### src/verilog/trip_defines.svh
// Constants for the trip status and history logger.
// Assumes inclusion by bare name from design files only.
`ifndef TRIP_DEFINES_SVH
`define TRIP_DEFINES_SVH

`define HIST_DEPTH       4
`define HIST_SLOTS       10
`define CODE_W           4
`define TRIP_BITS        14

`define ADR_CTRL         6'h00
`define ADR_DISABLED     6'h01
`define ADR_ACTIVE       6'h02
`define ADR_WARN         6'h03
`define ADR_FIRST        6'h04
`define ADR_HIST0        6'h08
`define ADR_HIST_LAST    6'h11

`define CTRL_TRIP_RESET  0
`define CTRL_HIST_CLEAR  1

// Bit set for trip codes 5..8 and 10..13 (codes that may be disabled)
`define DISABLEABLE_MASK 16'h3DE0
// Bits 1..13 carry trips; bit 0 and bits 14..15 name no trip
`define TRIP_VALID       16'h3FFE
`define CODE_NONE        4'h0
`define ZERO16           16'h0000
`define ZERO32           32'h0000_0000
`define ONE_CODE         4'h1

`endif

### src/verilog/trip_pkg.sv
// Types shared by the trip logger files.
// Assumes trip_defines.svh is on the include path.
`include "trip_defines.svh"
package trip_pkg;
  typedef logic [`CODE_W-1:0]    trip_code_t;
  typedef logic [15:0]           trip_word_t;
  typedef logic [`HIST_DEPTH-1:0] slot_idx_t;
endpackage

### src/verilog/hist_mem.sv
// Ten-slot shift register holding the trip history, newest in slot 0.
// Assumes retention across supply loss is provided by the storage cell
// technology; reset does not clear it, only an explicit clear does.
`timescale 1ns/1ps
`include "trip_defines.svh"
module hist_mem
  import trip_pkg::*;
(
  input  wire logic                 clk_i,
  input  wire logic                 push_i,
  input  wire logic                 clear_i,
  input  wire trip_pkg::trip_code_t code_i,
  input  wire trip_pkg::slot_idx_t  rd_idx_i,
  output logic [`CODE_W-1:0]        rd_data_o
);
  trip_code_t slot [`HIST_SLOTS];
  trip_code_t next_slot [`HIST_SLOTS];
  trip_code_t next_rd;

  // ==========================================================
  // Shift
  // ==========================================================
  genvar g;
  generate
    for (g = 0; g < `HIST_SLOTS; g++) begin : g_slot
      trip_code_t shift_in;
      // Chosen at elaboration so slot 0 never names a slot below it
      if (g == 0) begin : g_head
        assign shift_in = code_i;
      end else begin : g_tail
        assign shift_in = slot[g-1];
      end
      always_comb begin
        if (clear_i) begin
          next_slot[g] = `CODE_NONE;
        end else if (push_i) begin
          next_slot[g] = shift_in;
        end else begin
          next_slot[g] = slot[g];
        end
      end
      // No reset: contents survive power loss and trip reset
      always_ff @(posedge clk_i) begin
        slot[g] <= next_slot[g];
      end
    end
  endgenerate

  // ==========================================================
  // Registered read port
  // ==========================================================
  always_comb begin
    if (rd_idx_i < slot_idx_t'(`HIST_SLOTS)) begin
      next_rd = slot[rd_idx_i];
    end else begin
      next_rd = `CODE_NONE;
    end
  end

  always_ff @(posedge clk_i) begin
    rd_data_o <= next_rd;
  end
endmodule

### src/verilog/first_trip_latch.sv
// Records the first trip detected and flags its arrival once, or every cycle that rst_i is held with a trip present.
// Assumes trip conditions are already masked by the caller.
`timescale 1ns/1ps
`include "trip_defines.svh"
module first_trip_latch
  import trip_pkg::*;
(
  input  wire logic                 clk_i,
  input  wire logic                 rst_i,
  input  wire logic                 trip_reset_i,
  input  wire trip_pkg::trip_word_t trips_i,
  output trip_pkg::trip_code_t      first_o,
  output logic                      new_trip_o
);
  trip_code_t first;
  trip_code_t next_first;
  trip_code_t lowest;

  // Lowest code wins when several arrive in the same cycle
  always_comb begin
    lowest = `CODE_NONE;
    for (int i = `TRIP_BITS - 1; i >= 1; i--) begin
      if (trips_i[i]) begin
        lowest = trip_code_t'(i);
      end
    end
  end

  always_comb begin
    next_first = first;
    if (trip_reset_i) begin
      next_first = `CODE_NONE;
    end else if (first == `CODE_NONE) begin
      next_first = lowest;
    end
  end

  always_ff @(posedge clk_i) begin
    if (rst_i) begin
      first <= `CODE_NONE;
    end else begin
      first <= next_first;
    end
  end

  assign first_o    = first;
  // One push per zero-to-nonzero change of the latched code, and one per cycle while rst_i is held with a trip present
  assign new_trip_o = (first == `CODE_NONE) && !trip_reset_i &&
                      (lowest != `CODE_NONE);
endmodule

### src/verilog/trip_status_history_logger.sv
// Trip supervision: first-trip latch, active/warning/disabled words and
// a ten-deep trip history, all reached over a classic Wishbone slave.
// Assumes trip and warning inputs are synchronous levels, bit n = code n.
`timescale 1ns/1ps
`include "trip_defines.svh"
module trip_status_history_logger
  import trip_pkg::*;
(
  input  wire logic                 clk_i,
  input  wire logic                 rst_i,
  input  wire trip_pkg::trip_word_t trip_cond_i,
  input  wire trip_pkg::trip_word_t warn_cond_i,
  input  wire logic                 cyc_i,
  input  wire logic                 stb_i,
  input  wire logic                 we_i,
  input  wire logic [5:0]           adr_i,
  input  wire logic [3:0]           sel_i,
  input  wire logic [31:0]          dat_i,
  output logic [31:0]               dat_o,
  output logic                      ack_o,
  output trip_pkg::trip_code_t      first_trip_o,
  output logic                      stop_o
);
  import trip_pkg::*;

  trip_word_t disabled;
  trip_word_t next_disabled;
  trip_word_t active;
  trip_word_t next_active;
  trip_word_t warn;
  trip_word_t next_warn;
  logic       ack;
  logic       next_ack;
  logic [31:0] rdata;
  logic [31:0] next_rdata;
  logic       trip_reset;
  logic       hist_clear;
  logic       hist_sel;
  logic       new_trip;
  logic       wr_req;
  logic       rd_hist;
  logic       next_rd_hist;
  trip_word_t effective_mask;
  trip_word_t live_trips;
  trip_code_t first;
  slot_idx_t  hist_idx;
  logic [`CODE_W-1:0] hist_rd;

  // ==========================================================
  // Trip masking
  // ==========================================================
  // Mask bits of never-disableable trips are stored but have no effect
  assign effective_mask = disabled & `DISABLEABLE_MASK;
  assign live_trips     = trip_cond_i & ~effective_mask & `TRIP_VALID;

  always_comb begin
    next_active = live_trips;
    next_warn   = warn_cond_i & `TRIP_VALID;
  end

  always_ff @(posedge clk_i) begin
    if (rst_i) begin
      active <= `ZERO16;
      warn   <= `ZERO16;
    end else begin
      active <= next_active;
      warn   <= next_warn;
    end
  end

  // ==========================================================
  // First trip and history
  // ==========================================================
  first_trip_latch u_first (
    .clk_i        (clk_i),
    .rst_i        (rst_i),
    .trip_reset_i (trip_reset),
    .trips_i      (live_trips),
    .first_o      (first),
    .new_trip_o   (new_trip)
  );

  assign hist_sel = (adr_i >= `ADR_HIST0) && (adr_i <= `ADR_HIST_LAST);
  assign hist_idx = slot_idx_t'(adr_i - `ADR_HIST0);

  // Code pushed is the one about to be latched as first trip
  hist_mem u_hist (
    .clk_i     (clk_i),
    .push_i    (new_trip),
    .clear_i   (hist_clear),
    .code_i    (lowest_code(live_trips)),
    .rd_idx_i  (hist_idx),
    .rd_data_o (hist_rd)
  );

  function automatic trip_code_t lowest_code(input trip_word_t w);
    trip_code_t c;
    c = `CODE_NONE;
    for (int i = `TRIP_BITS - 1; i >= 1; i--) begin
      if (w[i]) begin
        c = trip_code_t'(i);
      end
    end
    return c;
  endfunction

  assign first_trip_o = first;
  assign stop_o       = (first != `CODE_NONE);

  // ==========================================================
  // Wishbone slave
  // ==========================================================
  // Answer one cycle after the request; the history read port is
  // registered, so its data is muxed in on the ack cycle.
  assign wr_req     = cyc_i && stb_i && we_i && !ack;
  assign trip_reset = wr_req && (adr_i == `ADR_CTRL) && sel_i[0] &&
                      dat_i[`CTRL_TRIP_RESET];
  assign hist_clear = wr_req && (adr_i == `ADR_CTRL) && sel_i[0] &&
                      dat_i[`CTRL_HIST_CLEAR];

  always_comb begin
    next_ack      = cyc_i && stb_i && !ack;
    next_disabled = disabled;
    next_rdata    = `ZERO32;
    next_rd_hist  = 1'b0;
    if (wr_req && (adr_i == `ADR_DISABLED)) begin
      if (sel_i[0]) begin
        next_disabled[7:0] = dat_i[7:0];
      end
      if (sel_i[1]) begin
        next_disabled[15:8] = dat_i[15:8];
      end
    end
    if (cyc_i && stb_i && !we_i && !ack) begin
      unique case (adr_i)
        `ADR_DISABLED: next_rdata = {16'h0000, disabled};
        `ADR_ACTIVE:   next_rdata = {16'h0000, active};
        `ADR_WARN:     next_rdata = {16'h0000, warn};
        `ADR_FIRST:    next_rdata = {28'h000_0000, first};
        default: begin
          next_rdata   = `ZERO32;
          next_rd_hist = hist_sel;
        end
      endcase
    end
  end

  always_ff @(posedge clk_i) begin
    if (rst_i) begin
      disabled <= `ZERO16;
      ack      <= 1'b0;
      rdata    <= `ZERO32;
      rd_hist  <= 1'b0;
    end else begin
      disabled <= next_disabled;
      ack      <= next_ack;
      rdata    <= next_rdata;
      rd_hist  <= next_rd_hist;
    end
  end

  assign ack_o = ack;
  assign dat_o = rd_hist ? {28'h000_0000, hist_rd} : rdata;
endmodule

### config.mk
export PLATFORM = sky130hd
export DESIGN_NAME = trip_status_history_logger
export DESIGN_NICKNAME = d
export VERILOG_FILES = /design/src/verilog/trip_pkg.sv /design/src/verilog/hist_mem.sv /design/src/verilog/first_trip_latch.sv /design/src/verilog/trip_status_history_logger.sv
export VERILOG_INCLUDE_DIRS = /design/src /design/src/verilog
export SDC_FILE = /design/constraint.sdc
export NUM_CORES = 1
export LEC_CHECK = 0
export BUFFER_PORTS_ARGS = -buffer_cell sky130_fd_sc_hd__buf_2
export CAP_MARGIN = 5
export CORE_AREA = 2 2 113 115
export CTS_CLUSTER_SIZE = 14
export DETAILED_ROUTE_END_ITERATION = 10
export DIE_AREA = 0 0 115 117
export HOLD_SLACK_MARGIN = 0.06
export SYNTH_ARGS = -nofsm -noshare
export SYNTH_HDL_FRONTEND = slang
export SYNTH_HIERARCHICAL = 1
export SYNTH_SLANG_ARGS = --single-unit
### constraint.sdc
create_clock -name clk_i -period 2.95 [get_ports clk_i]
set_clock_uncertainty 0.15 [all_clocks]
set_input_delay 0.295 -clock clk_i [delete_from_list [all_inputs] [get_ports clk_i]]
set_output_delay 0.295 -clock clk_i [all_outputs]
set_load 0.005 [all_outputs]
== Word-level counts from Yosys, hierarchy flattened ==
Memory sizes are Yosys's and may differ from the RTL's. A register that Yosys moved wholly into a read port is not among the register bits.
Cells that the tools add are included.

* Register bits: 86
* Memory bits (writable): 40
* Input port bits: 79
* Output and inout bits: 38
* Logic and storage cells: 85
* Memories kept: 1

{| class="wikitable"
|+ Memories
! name !! words !! bits a word !! rd ports !! clocked after Yosys merged registers in !! wr ports !! RTL line !! RTL
|-
| u_hist.slot || 10 || 4 || 10 || 1 || 10 || hist_mem.sv:16 || <nowiki>trip_code_t slot [`HIST_SLOTS];</nowiki>
|}

* Add/sub/neg operators: 1
* Magnitude comparators: 3
* Equality and inequality tests: 5
* Multiplexer cells: 35
* Bitwise logic cells: 3
* Reductions and logical operators: 27

{| class="wikitable"
|+ Operators by type and width
! cell !! number
|-
| 4-bit two-way mux || 33
|-
| 16-bit case mux with 4 select lines || 1
|-
| 32-bit two-way mux || 1
|-
| 14-bit bitwise AND || 1
|-
| 1-bit logical AND || 14
|-
| 14-bit inverter || 1
|-
| 6-bit by 2-bit == test with 1-bit output (second input constant) || 2
|-
| 4-bit nonzero test || 2
|-
| 6-bit by 1-bit == test with 1-bit output (second input constant) || 1
|-
| 6-bit by 3-bit == test with 1-bit output (second input constant) || 1
|-
| 6-bit by 4-bit >= comparator with 1-bit output (second input constant) || 1
|-
| 6-bit by 5-bit <= comparator with 1-bit output (second input constant) || 1
|-
| 6-bit logical NOT || 1
|-
| 6-bit OR reduction || 1
|-
| 1-bit logical NOT || 4
|-
| 4-bit logical NOT || 1
|-
| 4-bit < comparator (second input constant) || 1
|-
| 2-bit AND reduction || 2
|-
| 2-bit OR reduction || 2
|-
| 4-bit subtractor (second input constant) || 1
|-
| 2-bit inequality test (second input constant) || 1
|-
| 1-bit inverter || 1
|}

== Longest topological paths before layout ==
* Depth after elaboration: 19
* Depth in mapped cells: 10
* Depth with buffers taken out: 8

== By module ==
Netlist, hierarchy kept.

{| class="wikitable"
|+ By module, submodules not included
! module !! times used !! cells each !! area each (µm²) !! seq. area each (µm²)
|-
| trip_status_history_logger || 1 || 268 || 2580.0 || 1201.2
|-
| hist_mem || 1 || 176 || 1900.6 || 920.9
|-
| first_trip_latch || 1 || 43 || 336.6 || 80.1
|}

== Least setup slack after synthesis ==
Ideal clock, no wire load.

* Path kind: register to register
* Start: reg disabled[10]
* End: mem u_hist/slot[9][0] in the netlist's numbering, enable pin
* Data arrival time: 1980 ps
* Required time: 2503 ps
* Slack: 522 ps
* Stages on the path, launching flop included: 10
* Buffers on the path: 2
* Period minus slack after synthesis: 2428 ps
* Cell sequence: dfxtp_1 > or2b_2 > inv_1 > nor2_1 > o311ai_1 > a22oi_1 > a21oi_1 > buf_4 > buf_2 > or2_2

{| class="wikitable"
|+ RTL lines
! element !! RTL line !! RTL
|-
| from (decl) || trip_status_history_logger.sv:26 || <nowiki>trip_word_t disabled;</nowiki>
|-
| from (signal assigned) || trip_status_history_logger.sv:150 || <nowiki>disabled <= `ZERO16;</nowiki>
|-
| from (signal assigned) || trip_status_history_logger.sv:155 || <nowiki>disabled <= next_disabled;</nowiki>
|-
| to (decl) || hist_mem.sv:16 ||
|}

==> impl_metrics.ini <==
[finish]
syn_to_final_growth_pct = 21.4
final_net_count = 667
utilization = 0.475
num_antenna_cells = 0
drive_gt1_frac = 0.245

[clock_network]
cts_made_buffers = 9
clk-insertion-delay-late_ns = 0.35
clock-sinks = 108
root_buffer = clkbuf_16
cts_tree = built
cts.clk_slew.worst_paths_ns = 0.06
cts_buffer_depth = 2
h-tree-depth = 3

[routing]
drtAntennaViolNets = 0
drt_iter0_drc = 156
drt_first_pass_iters = 5
met3_length_um = 579
vias_per_cell = 4.93
met2WireLength_mm = 5.14
wl_met1_mm = 5.32
routed_wl_mm = 11.2
routed.top_layer = met4
route.detailed.drc = 0
num_vias = 3660
wl_per_cell_um = 15.0

[critical_path]
required_ns = 2.89
cp-end-kind = register
crit_path_max_fanout = 31
critPathLaunchType = input pin
arrival_ns = 2.62
worstSetupPathType = input pin to register

[place]
port_buffers = 76
dpl.hpwl_mm = 7.86
gp_congestion = 0.825

[global_routing]
grtUsageTotal = 0.169
grt_overflow = 0
antenna_found_initial = 0
grt_max_degree = 47
grt_pass1_wl_mm = 17.4
grt_pass1_vias = 3356

[sta]
worst_pin_slew_ns = 0.746
finalMaxSlewViolations = 0
setup_viol = 0
layout_min_cycle_time_ns = 2.68
min_period_over_period = 0.908
hold_viol_final = 0
rsz0062_at_grt = false
clock.fmax_ghz = 0.373
setup-tns-final_ns = 0
relSlewSlack = 0.502

[yosys]
synth-seq-cells = 108
synth_xor_xnor_area_share = 0
synth.distinct_cells = 55
synth-adder-area-share = 0
ys_warn_count = 6
ys_async_sr_fraction = 0
synthSimpleGateAreaFrac = 0.212
synthMuxAreaShare = 0.178
synth.cell_area_mm2 = 0.00482
synth_edf_count = 4
synth_top_family_by_area = simple AND/OR/NAND/NOR gates
synth.area.top_cells = dfxtp_1, mux2i_1, nor2_1
synth_top_area_frac = 0.432
synth_compound_area_frac = 0.0881
ys.flop_type = dfxtp_1
synth_area_per_cell_um2 = 9.89
postSynthCellCount = 487
synth_top_area_cell = dfxtp_1
yosysSeqAreaShare = 0.457

[floorplan]
rows = 41
top_level_ports = 117
core_area_mm2 = 0.0123
die-area_mm2 = 0.0135
fp.dieH_um = 117
start_util = 0.391
die_w_um = 115

[job]
cap_violations = 0

[power]
power.total_w = 0.00368
ir_drop_uv = 266
p_leak_nw = 2.68
p_per_area_mw_per_mm2 = 630

[worst_hold_path]
hold_path.class = input pin to register

[outcome]
status = finished, final reports clean
==> through the flow <==
step / std cells / area (um2) / setup WS (ns) / hold WS, ns
after floorplan: 502 / 4870 / 0.522 / 0.216
after global placement: 697 / 5270 / 0.300 / 0.310
after detailed placement: 697 / 5270 / 0.251 / 0.319
after CTS: 743 / 5850 / 0.282 / 0.0607
after global routing: 743 / 5850 / 0.0743 / 0.101
final: 743 / 5850 / 0.270 / 0.0589
==> power by group <==
part	switching, W	total, W	internal, W	leakage [nW]
logic	0.000326	0.000689	0.000363	1.65
clock network	0.000502	0.00114	0.000642	0.140
registers	0.000147	0.00185	0.00170	0.894
==> logic make-up after synthesis <==
kind of cell / count (synthesis)
and+or+nand+nor: 188
DFF: 108
buffers and inverters: 51
muxes: 82
AOI/OAI and AO/OA: 57
other: 1
==> cells in the final DEF (no fill, tap or decap), drive strengths merged, types with 2 or more instances in the layout <==
| master | Yosys | final |
|---|---|---|
| nor3 | 6 | 6 |
| o21ai | 6 | 6 |
| mux2 | 29 | 29 |
| a22oi | 15 | 15 |
| conb | 1 | 16 |
| or2 | 2 | 2 |
| nand2 | 14 | 14 |
| edfxtp | 4 | 4 |
| inv | 12 | 12 |
| o22ai | 4 | 4 |
| a211oi | 5 | 5 |
| o41ai | 4 | 4 |
| nor2 | 85 | 85 |
| nor4 | 8 | 8 |
| nand2b | 5 | 5 |
| and3 | 3 | 3 |
| and2b | 4 | 4 |
| or2b | 5 | 5 |
| dlygate4sd3 | 0 | 30 |
| mux2i | 53 | 53 |
| dfxtp | 104 | 104 |
| nor2b | 44 | 44 |
| buf | 27 | 84 |
| a2111oi | 5 | 5 |
| a221oi | 3 | 3 |
| and2 | 3 | 3 |
| a31oi | 3 | 3 |
| nand4 | 3 | 3 |
| a21oi | 7 | 7 |
| clkbuf | 12 | 15 |
==> sequential cells by signal (all words and copies together), names as in the netlist <==
signal            cells
warn                 13
active               13
rdata                16
rd_hist               1
u_first/first_o       4
disabled             16
u_hist/slot          40
ack_o                 1
u_hist/rd_data_o      4
==> area by class of cell <==
class                   count  area, um2
fillers                  1188       6460
clock inverters             1       5.00
repair buffers            114        753
clock buffers              15        278
flip-flops and latches    108       2200
well taps                 150        188
inverters                  12       45.0
multi-input cells         343       2380
==> Yosys cell counts (2+ instances only) <==
cell	instances
dfxtp_1	104
nor2_1	85
mux2i_1	53
nor2b_1	44
mux2_2	25
buf_4	20
a22oi_1	15
nand2_1	14
clkbuf_1	12
inv_1	12
a21oi_1	7
a211oi_1	5
nand2b_1	5
nor3_1	5
a2111oi_0	4
and2b_4	4
edfxtp_1	4
mux2_1	4
o21ai_0	4
o22ai_1	4
o41ai_1	4
a31oi_1	3
and2_1	3
and3_1	3
buf_6	3
nor4_1	3
nor4_2	3
or2b_2	3
a221oi_1	2
buf_2	2
nand4_2	2
nor4_4	2
or2b_1	2
==> routing by layer <==
| layer | vias up | GRT usage |
|---|---|---|
| met4 | 0 | 0.0522 |
| met2 | 77 | 0.261 |
| met1 | 1715 | 0.231 |
| li1 | 1857 | - |
| met3 | 11 | 0.0448 |
| met5 | - | 0 |
==> path summary, 6_finish.rpt <==
path	start	end	slack [ns]	cells after the start
hold / removal	dat_i[2]	disabled[2]$_SDFFE_PP0P_	0.06	3
setup reg to reg	disabled[10]$_SDFFE_PP0P_	u_hist/slot[5][2]$_SDFFE_PP0P_	0.29	10
setup / recovery	adr_i[5]	u_hist/slot[9][2]$_SDFFCE_PP0P_	0.27	9
hold reg to reg	active[7]$_SDFF_PP0_	rdata[7]$_SDFF_PP0_	0.33	2
==> timing repair <==
item	in CTS	in global routing
endpoints found under the setup margin	0	0
resized for setup	0	0
hold buffers	30	0
setup buffers	0	0
hold endpoints to repair	30	0
==> critical path: stages <==
cell           delay, ns
dlygate4sd3_1       0.53
buf_2               0.15
nor4_1              0.32
nand4_1             0.21
nor2_1              0.29
or2b_1              0.20
a21oi_4             0.05
buf_12              0.20
or2_2               0.36
No activity file was read; power rests on OpenSTA's default activity.
